`src/common/thsg_pkg.sv`:
```
// Shared constants, types and functions of the two-hand safety gating block
package thsg_pkg;
  localparam int unsigned CLK_KHZ      = 25000;
  localparam int unsigned SYNC_TIME_MS = 500;
  localparam int unsigned SYNC_CYC     = SYNC_TIME_MS * CLK_KHZ;
  localparam int unsigned DISC_TIME_MS = 50;
  localparam int unsigned DISC_CYC     = DISC_TIME_MS * CLK_KHZ;
  localparam int unsigned MSG_TMO_MS   = 100;
  localparam int unsigned MSG_TMO_CYC  = MSG_TMO_MS * CLK_KHZ;
  localparam int TMR_W   = 24;
  localparam int DISC_W  = 21;
  localparam int TMO_W   = 22;
  localparam int SECT_N  = 2;
  localparam int PARAM_W = 16;
  localparam int DATA_W  = 8;
  localparam int ID_W    = 8;
  localparam int STAMP_W = 8;
  localparam int CRC_W   = 8;
  localparam int MSG_W   = ID_W + STAMP_W + DATA_W;
  localparam logic [CRC_W-1:0] CRC_POLY = 8'h07;
  localparam logic [CRC_W-1:0] CRC_INIT = 8'hff;
  localparam logic [ID_W-1:0]  PEER_ID_DEF = 8'h5a; // Arbitrary value
  localparam int PERMIT_BIT = 0;
  // Pin positions in the synchronised input vector
  localparam int PIN_A_NO    = 0;
  localparam int PIN_A_NC    = 1;
  localparam int PIN_B_NO    = 2;
  localparam int PIN_B_NC    = 3;
  localparam int PIN_ESTOP_N = 4;
  localparam int PIN_GND_F   = 5;
  localparam int PIN_INT_F   = 6;
  localparam int PIN_DOOR0   = 7;
  localparam int PIN_CMD0    = PIN_DOOR0 + SECT_N;
  localparam int PIN_W       = PIN_CMD0 + SECT_N;

  typedef enum logic [3:0] {
    TH_IDLE = 4'h1,
    TH_WAIT = 4'h2,
    TH_RUN  = 4'h4,
    TH_LOCK = 4'h8
  } thsg_state_t;

  // Contact pair reads as pressed: NO closed, NC open
  function automatic logic thsg_pressed(input logic no, input logic nc);
    return no & ~nc;
  endfunction

  // Contact pair in an implausible (both equal) state
  function automatic logic thsg_implausible(input logic no, input logic nc);
    return ~(no ^ nc);
  endfunction

  // Bitwise check code over identity, stamp and data
  function automatic logic [CRC_W-1:0] thsg_crc8(input logic [MSG_W-1:0] d);
    logic [CRC_W-1:0] c;
    c = CRC_INIT;
    for (int i = MSG_W - 1; i >= 0; i--) begin
      c = (c[CRC_W-1] ^ d[i]) ? ({c[CRC_W-2:0], 1'b0} ^ CRC_POLY) : {c[CRC_W-2:0], 1'b0};
    end
    return c;
  endfunction
endpackage

```
`src/common/thsg_msg_if.sv`:
```
// Safety message carrier between the gating core and the message checker
`timescale 1ns/100ps
`default_nettype none
interface thsg_msg_if;
  import thsg_pkg::*;
  logic                valid;
  logic [DATA_W-1:0]   data;
  logic [DATA_W-1:0]   inv;
  logic [CRC_W-1:0]    crc;
  logic [ID_W-1:0]     src_id;
  logic [STAMP_W-1:0]  stamp;
  logic                fault;
  logic                permit;
  modport src (output valid, data, inv, crc, src_id, stamp, input fault, permit);
  modport chk (input valid, data, inv, crc, src_id, stamp, output fault, permit);
endinterface
`default_nettype wire

```
`src/core/thsg_msg_check.sv`:
```
// Safety network message checker: inverted copy, check code, identity, time order
`timescale 1ns/100ps
`default_nettype none
module thsg_msg_check #(
  parameter logic [thsg_pkg::ID_W-1:0] PEER_ID = thsg_pkg::PEER_ID_DEF,
  parameter int unsigned     TMO_CYCLES  = thsg_pkg::MSG_TMO_CYC
) (
  input  wire logic ref_clk_i,
  input  wire logic reset_n_i,
  thsg_msg_if.chk   msg
);
  import thsg_pkg::*;

  logic               fault_reg;
  logic               permit_reg;
  logic               have_reg;
  logic [STAMP_W-1:0] stamp_reg;
  logic [TMO_W-1:0]   age_reg;

  // Per-message checks
  wire inv_ok   = (msg.inv == ~msg.data);
  wire crc_ok   = (msg.crc == thsg_crc8({msg.src_id, msg.stamp, msg.data}));
  wire id_ok    = (msg.src_id == PEER_ID);
  wire order_ok = ~have_reg | (msg.stamp == STAMP_W'(stamp_reg + 1'b1));
  wire late     = (age_reg == TMO_W'(TMO_CYCLES - 1));
  wire good     = msg.valid & inv_ok & crc_ok & id_ok & order_ok;
  wire bad      = (msg.valid & ~good) | late;

  // Sticky fault, last good permit and arrival age
  always_ff @(posedge ref_clk_i) begin
    if (!reset_n_i) begin
      fault_reg  <= 1'b0;
      permit_reg <= 1'b0;
      have_reg   <= 1'b0;
      stamp_reg  <= '0;
      age_reg    <= '0;
    end else begin
      fault_reg  <= fault_reg | bad;
      permit_reg <= (bad | fault_reg) ? 1'b0 : (good ? msg.data[PERMIT_BIT] : permit_reg);
      have_reg   <= have_reg | good;
      stamp_reg  <= good ? msg.stamp : stamp_reg;
      age_reg    <= (good | late) ? '0 : TMO_W'(age_reg + 1'b1);
    end
  end

  assign msg.fault  = fault_reg;
  assign msg.permit = permit_reg;
endmodule
`default_nettype wire

```
`src/core/thsg_gating.sv`:
```
// Two-hand start and operate gating core with wiring, parameter and network checks
//
// Overview of operation
// - Two-hand output only while both push inputs are pressed.
// - Two-hand output drops once either or both push inputs release.
// - After a drop, restart needs both inputs seen released together.
// - Second press must follow the first within 0.5 s.
// - Operate output needs external command and internal safety confirmation.
// - Emergency stop forces every section output off.
// - Open door holds only its own section off.
// - Wiring and internal faults are detected and block operation.
// - Operate outputs stay off until parameter transfer is confirmed.
// - Messages carry data plus inverted copy; responses are checked.
// - Messages carry a check code; mismatches are rejected.
// - Messages carry sender identity; wrong identity is discarded.
// - Time stamps catch reordered or late messages as a fault.
`timescale 1ns/100ps
`default_nettype none
module thsg_gating #(
  parameter int unsigned           SYNC_CYCLES = thsg_pkg::SYNC_CYC,
  parameter int unsigned           DISC_CYCLES = thsg_pkg::DISC_CYC,
  parameter int unsigned           TMO_CYCLES  = thsg_pkg::MSG_TMO_CYC,
  parameter logic [thsg_pkg::ID_W-1:0] PEER_ID = thsg_pkg::PEER_ID_DEF
) (
  input  wire logic                           ref_clk_i,
  input  wire logic                           reset_n_i,
  input  wire logic                           push_a_no_i,
  input  wire logic                           push_a_nc_i,
  input  wire logic                           push_b_no_i,
  input  wire logic                           push_b_nc_i,
  input  wire logic                           estop_n_i,
  input  wire logic [thsg_pkg::SECT_N-1:0]    door_open_i,
  input  wire logic [thsg_pkg::SECT_N-1:0]    operate_cmd_i,
  input  wire logic                           ground_fault_i,
  input  wire logic                           internal_fault_i,
  input  wire logic                           param_load_i,
  input  wire logic [thsg_pkg::PARAM_W-1:0]   param_word_i,
  input  wire logic                           param_echo_valid_i,
  input  wire logic [thsg_pkg::PARAM_W-1:0]   param_echo_i,
  input  wire logic                           msg_valid_i,
  input  wire logic [thsg_pkg::DATA_W-1:0]    msg_data_i,
  input  wire logic [thsg_pkg::DATA_W-1:0]    msg_inv_i,
  input  wire logic [thsg_pkg::CRC_W-1:0]     msg_crc_i,
  input  wire logic [thsg_pkg::ID_W-1:0]      msg_src_id_i,
  input  wire logic [thsg_pkg::STAMP_W-1:0]   msg_stamp_i,
  output logic      [thsg_pkg::SECT_N-1:0]    operate_o,
  output logic                                two_hand_o,
  output logic                                wiring_fault_o,
  output logic                                param_ok_o,
  output logic                                comm_fault_o
);
  import thsg_pkg::*;

  logic [PIN_W-1:0]   sync1_reg;
  logic [PIN_W-1:0]   sync2_reg;
  thsg_state_t        state_reg;
  thsg_state_t        state_next;
  logic [TMR_W-1:0]   timer_reg;
  logic [DISC_W-1:0]  disc_a_reg;
  logic [DISC_W-1:0]  disc_b_reg;
  logic               wfault_reg;
  logic [PARAM_W-1:0] pword_reg;
  logic               pok_reg;
  logic [SECT_N-1:0]  operate_reg;
  logic               th_reg;

  thsg_msg_if msg ();

  // Two-stage synchroniser for every pin input
  always_ff @(posedge ref_clk_i) begin
    if (!reset_n_i) begin
      sync1_reg <= '0;
      sync2_reg <= '0;
    end else begin
      sync1_reg <= {operate_cmd_i, door_open_i, internal_fault_i, ground_fault_i, estop_n_i,
                    push_b_nc_i, push_b_no_i, push_a_nc_i, push_a_no_i};
      sync2_reg <= sync1_reg;
    end
  end

  // Decoded push, stop, door and command levels
  wire               a_pr     = thsg_pressed(sync2_reg[PIN_A_NO], sync2_reg[PIN_A_NC]);
  wire               b_pr     = thsg_pressed(sync2_reg[PIN_B_NO], sync2_reg[PIN_B_NC]);
  wire               a_odd    = thsg_implausible(sync2_reg[PIN_A_NO], sync2_reg[PIN_A_NC]);
  wire               b_odd    = thsg_implausible(sync2_reg[PIN_B_NO], sync2_reg[PIN_B_NC]);
  wire               both_pr  = a_pr & b_pr;
  wire               none_pr  = ~a_pr & ~b_pr;
  wire               estop_ok = sync2_reg[PIN_ESTOP_N];
  wire [SECT_N-1:0]  door_op  = sync2_reg[PIN_DOOR0 +: SECT_N];
  wire [SECT_N-1:0]  cmd      = sync2_reg[PIN_CMD0 +: SECT_N];
  wire               tmo      = (timer_reg == TMR_W'(SYNC_CYCLES - 1));
  wire               disc_hit = (disc_a_reg == DISC_W'(DISC_CYCLES - 1)) |
                                (disc_b_reg == DISC_W'(DISC_CYCLES - 1));
  wire               fault_any = wfault_reg | disc_hit | sync2_reg[PIN_GND_F] | sync2_reg[PIN_INT_F];

  // Two-hand sequencing
  always_comb begin
    state_next = state_reg;
    unique case (state_reg)
      TH_IDLE: begin
        if (both_pr) begin
          state_next = TH_RUN;
        end else if (!none_pr) begin
          state_next = TH_WAIT;
        end
      end
      TH_WAIT: begin
        if (both_pr && !tmo) begin
          state_next = TH_RUN;
        end else if (tmo) begin
          state_next = TH_LOCK;
        end else if (none_pr) begin
          state_next = TH_IDLE;
        end
      end
      TH_RUN: begin
        if (!both_pr) begin
          state_next = TH_LOCK;
        end
      end
      TH_LOCK: begin
        if (none_pr) begin
          state_next = TH_IDLE;
        end
      end
    endcase
  end

  // Sequencer state and sync window timer
  always_ff @(posedge ref_clk_i) begin
    if (!reset_n_i) begin
      state_reg <= TH_LOCK;
      timer_reg <= '0;
    end else begin
      state_reg <= state_next;
      timer_reg <= (state_reg == TH_WAIT) ? TMR_W'(timer_reg + 1'b1) : '0;
    end
  end

  // Contact plausibility counters and sticky wiring fault
  always_ff @(posedge ref_clk_i) begin
    if (!reset_n_i) begin
      disc_a_reg <= '0;
      disc_b_reg <= '0;
      wfault_reg <= 1'b0;
    end else begin
      disc_a_reg <= (a_odd && !disc_hit) ? DISC_W'(disc_a_reg + 1'b1) : '0;
      disc_b_reg <= (b_odd && !disc_hit) ? DISC_W'(disc_b_reg + 1'b1) : '0;
      wfault_reg <= fault_any;
    end
  end

  // Parameter transfer confirmation, match wins over a fresh load
  wire [PARAM_W-1:0] pword_cur = param_load_i ? param_word_i : pword_reg;
  wire               pmatch    = param_echo_valid_i & (param_echo_i == pword_cur);

  always_ff @(posedge ref_clk_i) begin
    if (!reset_n_i) begin
      pword_reg <= '0;
      pok_reg   <= 1'b0;
    end else begin
      pword_reg <= pword_cur;
      pok_reg   <= pmatch | (pok_reg & ~param_load_i);
    end
  end

  // Network message checker
  assign msg.valid  = msg_valid_i;
  assign msg.data   = msg_data_i;
  assign msg.inv    = msg_inv_i;
  assign msg.crc    = msg_crc_i;
  assign msg.src_id = msg_src_id_i;
  assign msg.stamp  = msg_stamp_i;

  thsg_msg_check #(
    .PEER_ID    (PEER_ID),
    .TMO_CYCLES (TMO_CYCLES)
  ) u_msg_check (
    .ref_clk_i  (ref_clk_i),
    .reset_n_i  (reset_n_i),
    .msg        (msg)
  );

  // Operate gating per section
  wire               th_ok   = (state_reg == TH_RUN) & both_pr;
  wire               safe_ok = th_ok & estop_ok & ~fault_any & pok_reg & msg.permit & ~msg.fault;
  wire [SECT_N-1:0]  op_next = {SECT_N{safe_ok}} & cmd & ~door_op;

  always_ff @(posedge ref_clk_i) begin
    if (!reset_n_i) begin
      operate_reg <= '0;
      th_reg      <= 1'b0;
    end else begin
      operate_reg <= op_next;
      th_reg      <= th_ok;
    end
  end

  assign operate_o      = operate_reg;
  assign two_hand_o     = th_reg;
  assign wiring_fault_o = wfault_reg;
  assign param_ok_o     = pok_reg;
  assign comm_fault_o   = msg.fault;
endmodule
`default_nettype wire

```
`config.mk`:
```
export PLATFORM = sky130hd
export DESIGN_NAME = thsg_gating
export DESIGN_NICKNAME = d
export VERILOG_FILES = /design/src/common/thsg_pkg.sv /design/src/common/thsg_msg_if.sv /design/src/core/thsg_msg_check.sv /design/src/core/thsg_gating.sv
export SDC_FILE = /design/constraint.sdc
export NUM_CORES = 1
export LEC_CHECK = 0
export BUFFER_PORTS_ARGS = -buffer_cell sky130_fd_sc_hd__buf_2
export CORE_UTILIZATION = 62
export DETAILED_ROUTE_END_ITERATION = 8
export PLACE_DENSITY = 0.91
export SYNTH_ARGS = -nofsm -noshare
export SYNTH_HDL_FRONTEND = slang
export SYNTH_HIERARCHICAL = 1
export SYNTH_SLANG_ARGS = --single-unit
```
`constraint.sdc`:
```
create_clock -name ref_clk_i -period 5.4 [get_ports ref_clk_i]
set_clock_uncertainty 0.15 [all_clocks]
set_input_delay 0.81 -clock ref_clk_i [delete_from_list [all_inputs] [get_ports ref_clk_i]]
set_output_delay 0.81 -clock ref_clk_i [all_outputs]
set_load 0.005 [all_outputs]
```
==> metrics.yaml <==
cp_max_fo: 22
arrival_ns: 4.05
cts_resized: 0
finalNonFillerCells: 1022
initial_utilization_pct: 64.6
hpwl_mm: 10.3
postRouteAntennaNets: 0
power.leakage_nw: 3.12
syn_inst: 780
rows: 38
rsz0062_at_grt: "no"
crit_chain: "buf_2 > inv_1 > ha_1 > xor3_1 > xnor3_1 > xnor3_2 > xnor2_1 > nor4b_2 > o221a_1 > a211o_1 > buf_4 > nor2_1"
drt_iter0_drc: 289
rr_worst_depth: 9
clock_latency_ns: 0.42
synth_ff_type: "dfxtp_1"
final_max_slew_viol_count: 0
place_congestion: 0.929
die_w_um: 109
max_freq_ghz: 0.256
synth_nets: 878
critPathRequiredTime_ns: 5.55
grt_pass1_wl_mm: 25.2
drc: 0
placed_cells: 991
status: "completed"
period_needed_ns: 3.90
yosys_warnings: 6
vias: 5760
fin_crit_sh_pct: 72.2
dr.pass1.iters: 5
maxCapViolCount: 0
largest_reg_flops: 24
power_density_mw_per_mm2: 331
path_class: "primary input to flip-flop"
synth.distinct_cells: 53
start_kind: "primary input"
fin_total_pwr_mw: 2.73
post_cts_buffers: 0
end_kind: "flip-flop"
synth_edf_count: 0
setup_viol: 0
grt_pass1_vias: 5567
synth_area_sq_mm: 0.00710
rrSetupSlack_ns: 2.22
final_hold_viol_count: 0
dieArea_sq_mm: 0.0119
syn_avg_cell_area_sq_um: 9.10
synth_seq_cells: 146
area_delta_synth_final_pct: 16.3
drive_gt1_share_pct: 15.8
overflow: 0
hp-start: "sync2_reg[7]"
path_clk_slew_ns: 0.06
wl_per_cell_um: 14.9
routed_wl_mm: 15.3
ys_seq_area_share_pct: 41.2
cpLargestDelayFamily: "XOR/XNOR gates"
io_buffers: 93
fin_nets: 968
n_fill_cell: 722
grtUsageTotal_pct: 27.0
worst_slew_pin_slew_ns: 0.900
antenna_found_initial: 0
pin_count: 94
max_slew_margin_pct: 39.5
async_reset_ff_share_pct: 0
hold_depth: 1
viasPerCell: 5.64
cts_hold_buf: 0
cts_tree: "built"
clkSinkCount: 146
hold_path.class: "flip-flop to flip-flop"
regToRegStartpoint: "u_msg_check/stamp_reg[0]"
worst-path-buf-inv: 3
slowest_delay_ns: 0.49
multi_input_area_sq_mm: 0.00397
coreArea_sq_mm: 0.0110
crit_cells: 12
htreeDepth: 4
peakVddDrop_v: 0.000210
diodes: 0
finalSetupTns_ns: 0
cts_made_buffers: 17
worst_path_max_delay_cell: "o221a_1"
die_y_um: 109
whs_endpoint: "operate_o[0]"
rr_endpoint: "u_msg_check/age_reg[9]"
cts_root_buf: "clkbuf_16"
clock_path_buffers: 2
grt_max_degree: 36
seqCellArea_sq_mm: 0.00292
==> cells in the final DEF, fill, tap and decap left out, types with 3 or more instances in the layout <==
cell	count
dfxtp_1	146
nand3_1	41
nor2_1	115
and2_1	27
xnor3_1	7
bufinv_16	3
mux2i_1	16
clkbuf_8	3
nor2_2	10
a211oi_1	3
xnor2_1	107
and3_1	14
a21oi_1	18
nor3_1	19
nor2b_1	4
clkbuf_16	17
nor4_1	17
ha_1	10
inv_6	3
buf_2	93
nand4_1	25
o21ai_0	15
and4_1	7
nor3b_1	4
nor4b_1	5
or3_1	5
or4_1	3
nand2_1	38
xor2_1	47
inv_1	24
==> how the worst max path moves through the flow <==
stage / end / slack, ns / from
floorplan: u_msg_check/age_reg[14] / 1.79 / msg_src_id_i[7]
global placement: u_msg_check/age_reg[19] / 1.25 / msg_src_id_i[7]
detailed placement: u_msg_check/age_reg[9] / 1.14 / msg_src_id_i[7]
CTS: u_msg_check/age_reg[9] / 1.54 / msg_src_id_i[7]
global route: u_msg_check/age_reg[9] / 1.37 / msg_src_id_i[5]
finish: u_msg_check/age_reg[9] / 1.50 / msg_src_id_i[7]
==> power by group <==
group	switching [mW]	total [mW]	internal (mW)
clock network	0.454	1.22	0.767
logic	0.181	0.389	0.208
registers	0.0157	1.12	1.10
==> through the flow <==
| stage | utilization [%] | cell area (sq um) | setup slack (ns) | hold WS, ns |
|---|---|---|---|---|
| floorplan | - | 7100 | 1.79 | 0.223 |
| global placement | 69.5 | 7630 | 1.25 | 0.233 |
| detailed placement | 69.5 | 7630 | 1.14 | 0.236 |
| CTS | 75.1 | 8250 | 1.54 | 0.244 |
| global route | 75.1 | 8250 | 1.37 | 0.261 |
| finish | 75.1 | 8250 | 1.50 | 0.245 |
==> Yosys cell counts, types with 3 or more instances <==
cell,count,area [sq um]
o21ai_0,15,75.1
nor4b_1,5,43.8
nor2b_1,4,25.0
or3_1,5,31.3
and2_1,27,169
and4_1,7,61.3
a211oi_1,3,22.5
and3_1,14,87.6
mux2i_1,16,160
nand2_1,38,143
inv_1,24,90.1
nor2_1,115,432
nand4_1,25,156
xnor2_1,107,937
nor3_1,19,95.1
dfxtp_1,146,2920
clkbuf_1,11,41.3
nor3b_1,4,30.0
xor2_1,47,412
xnor3_1,7,158
a21oi_1,18,90.1
nor4_1,17,106
or4_1,3,22.5
ha_1,10,125
nor2_2,10,62.6
nand3_1,41,205
buf_2,8,40.0
==> layout make-up <==
| cell class | count | area share [%] |
|---|---|---|
| Inverter | 24 | 1.09 |
| Clock inverter | 10 | 1.80 |
| Timing Repair Buffer | 94 | 5.73 |
| Clock buffer | 21 | 5.70 |
| Tap cell | 140 | 2.12 |
| Multi-Input combinational cell | 587 | 48.1 |
| Sequential cell | 146 | 35.4 |
==> logic make-up (layout without fill, tap and decap cells) <==
kind of cell / Yosys count / in the layout / synth area share [%]
adder cells (fa/ha/maj): 10 / 10 / 1.76
buffers and inverters: 47 / 149 / 2.86
multiplexers: 16 / 16 / 2.26
flip-flops: 146 / 146 / 41.2
AO/OA/AOI/OAI: 50 / 50 / 4.30
XOR/XNOR: 164 / 164 / 22.2
AND/OR/NAND/NOR: 347 / 347 / 25.4
==> routing by layer <==
| layer | vias to the layer above | global-route usage [%] | wire length, um |
|---|---|---|---|
| met5 | - | 0 | 0 |
| met4 | 0 | 10.5 | 302 |
| met3 | 27 | 6.34 | 1050 |
| met2 | 227 | 46.5 | 7430 |
| met1 | 2667 | 32.4 | 6470 |
| li1 | 2839 | - | - |
No activity file was read; power rests on OpenSTA's default activity.
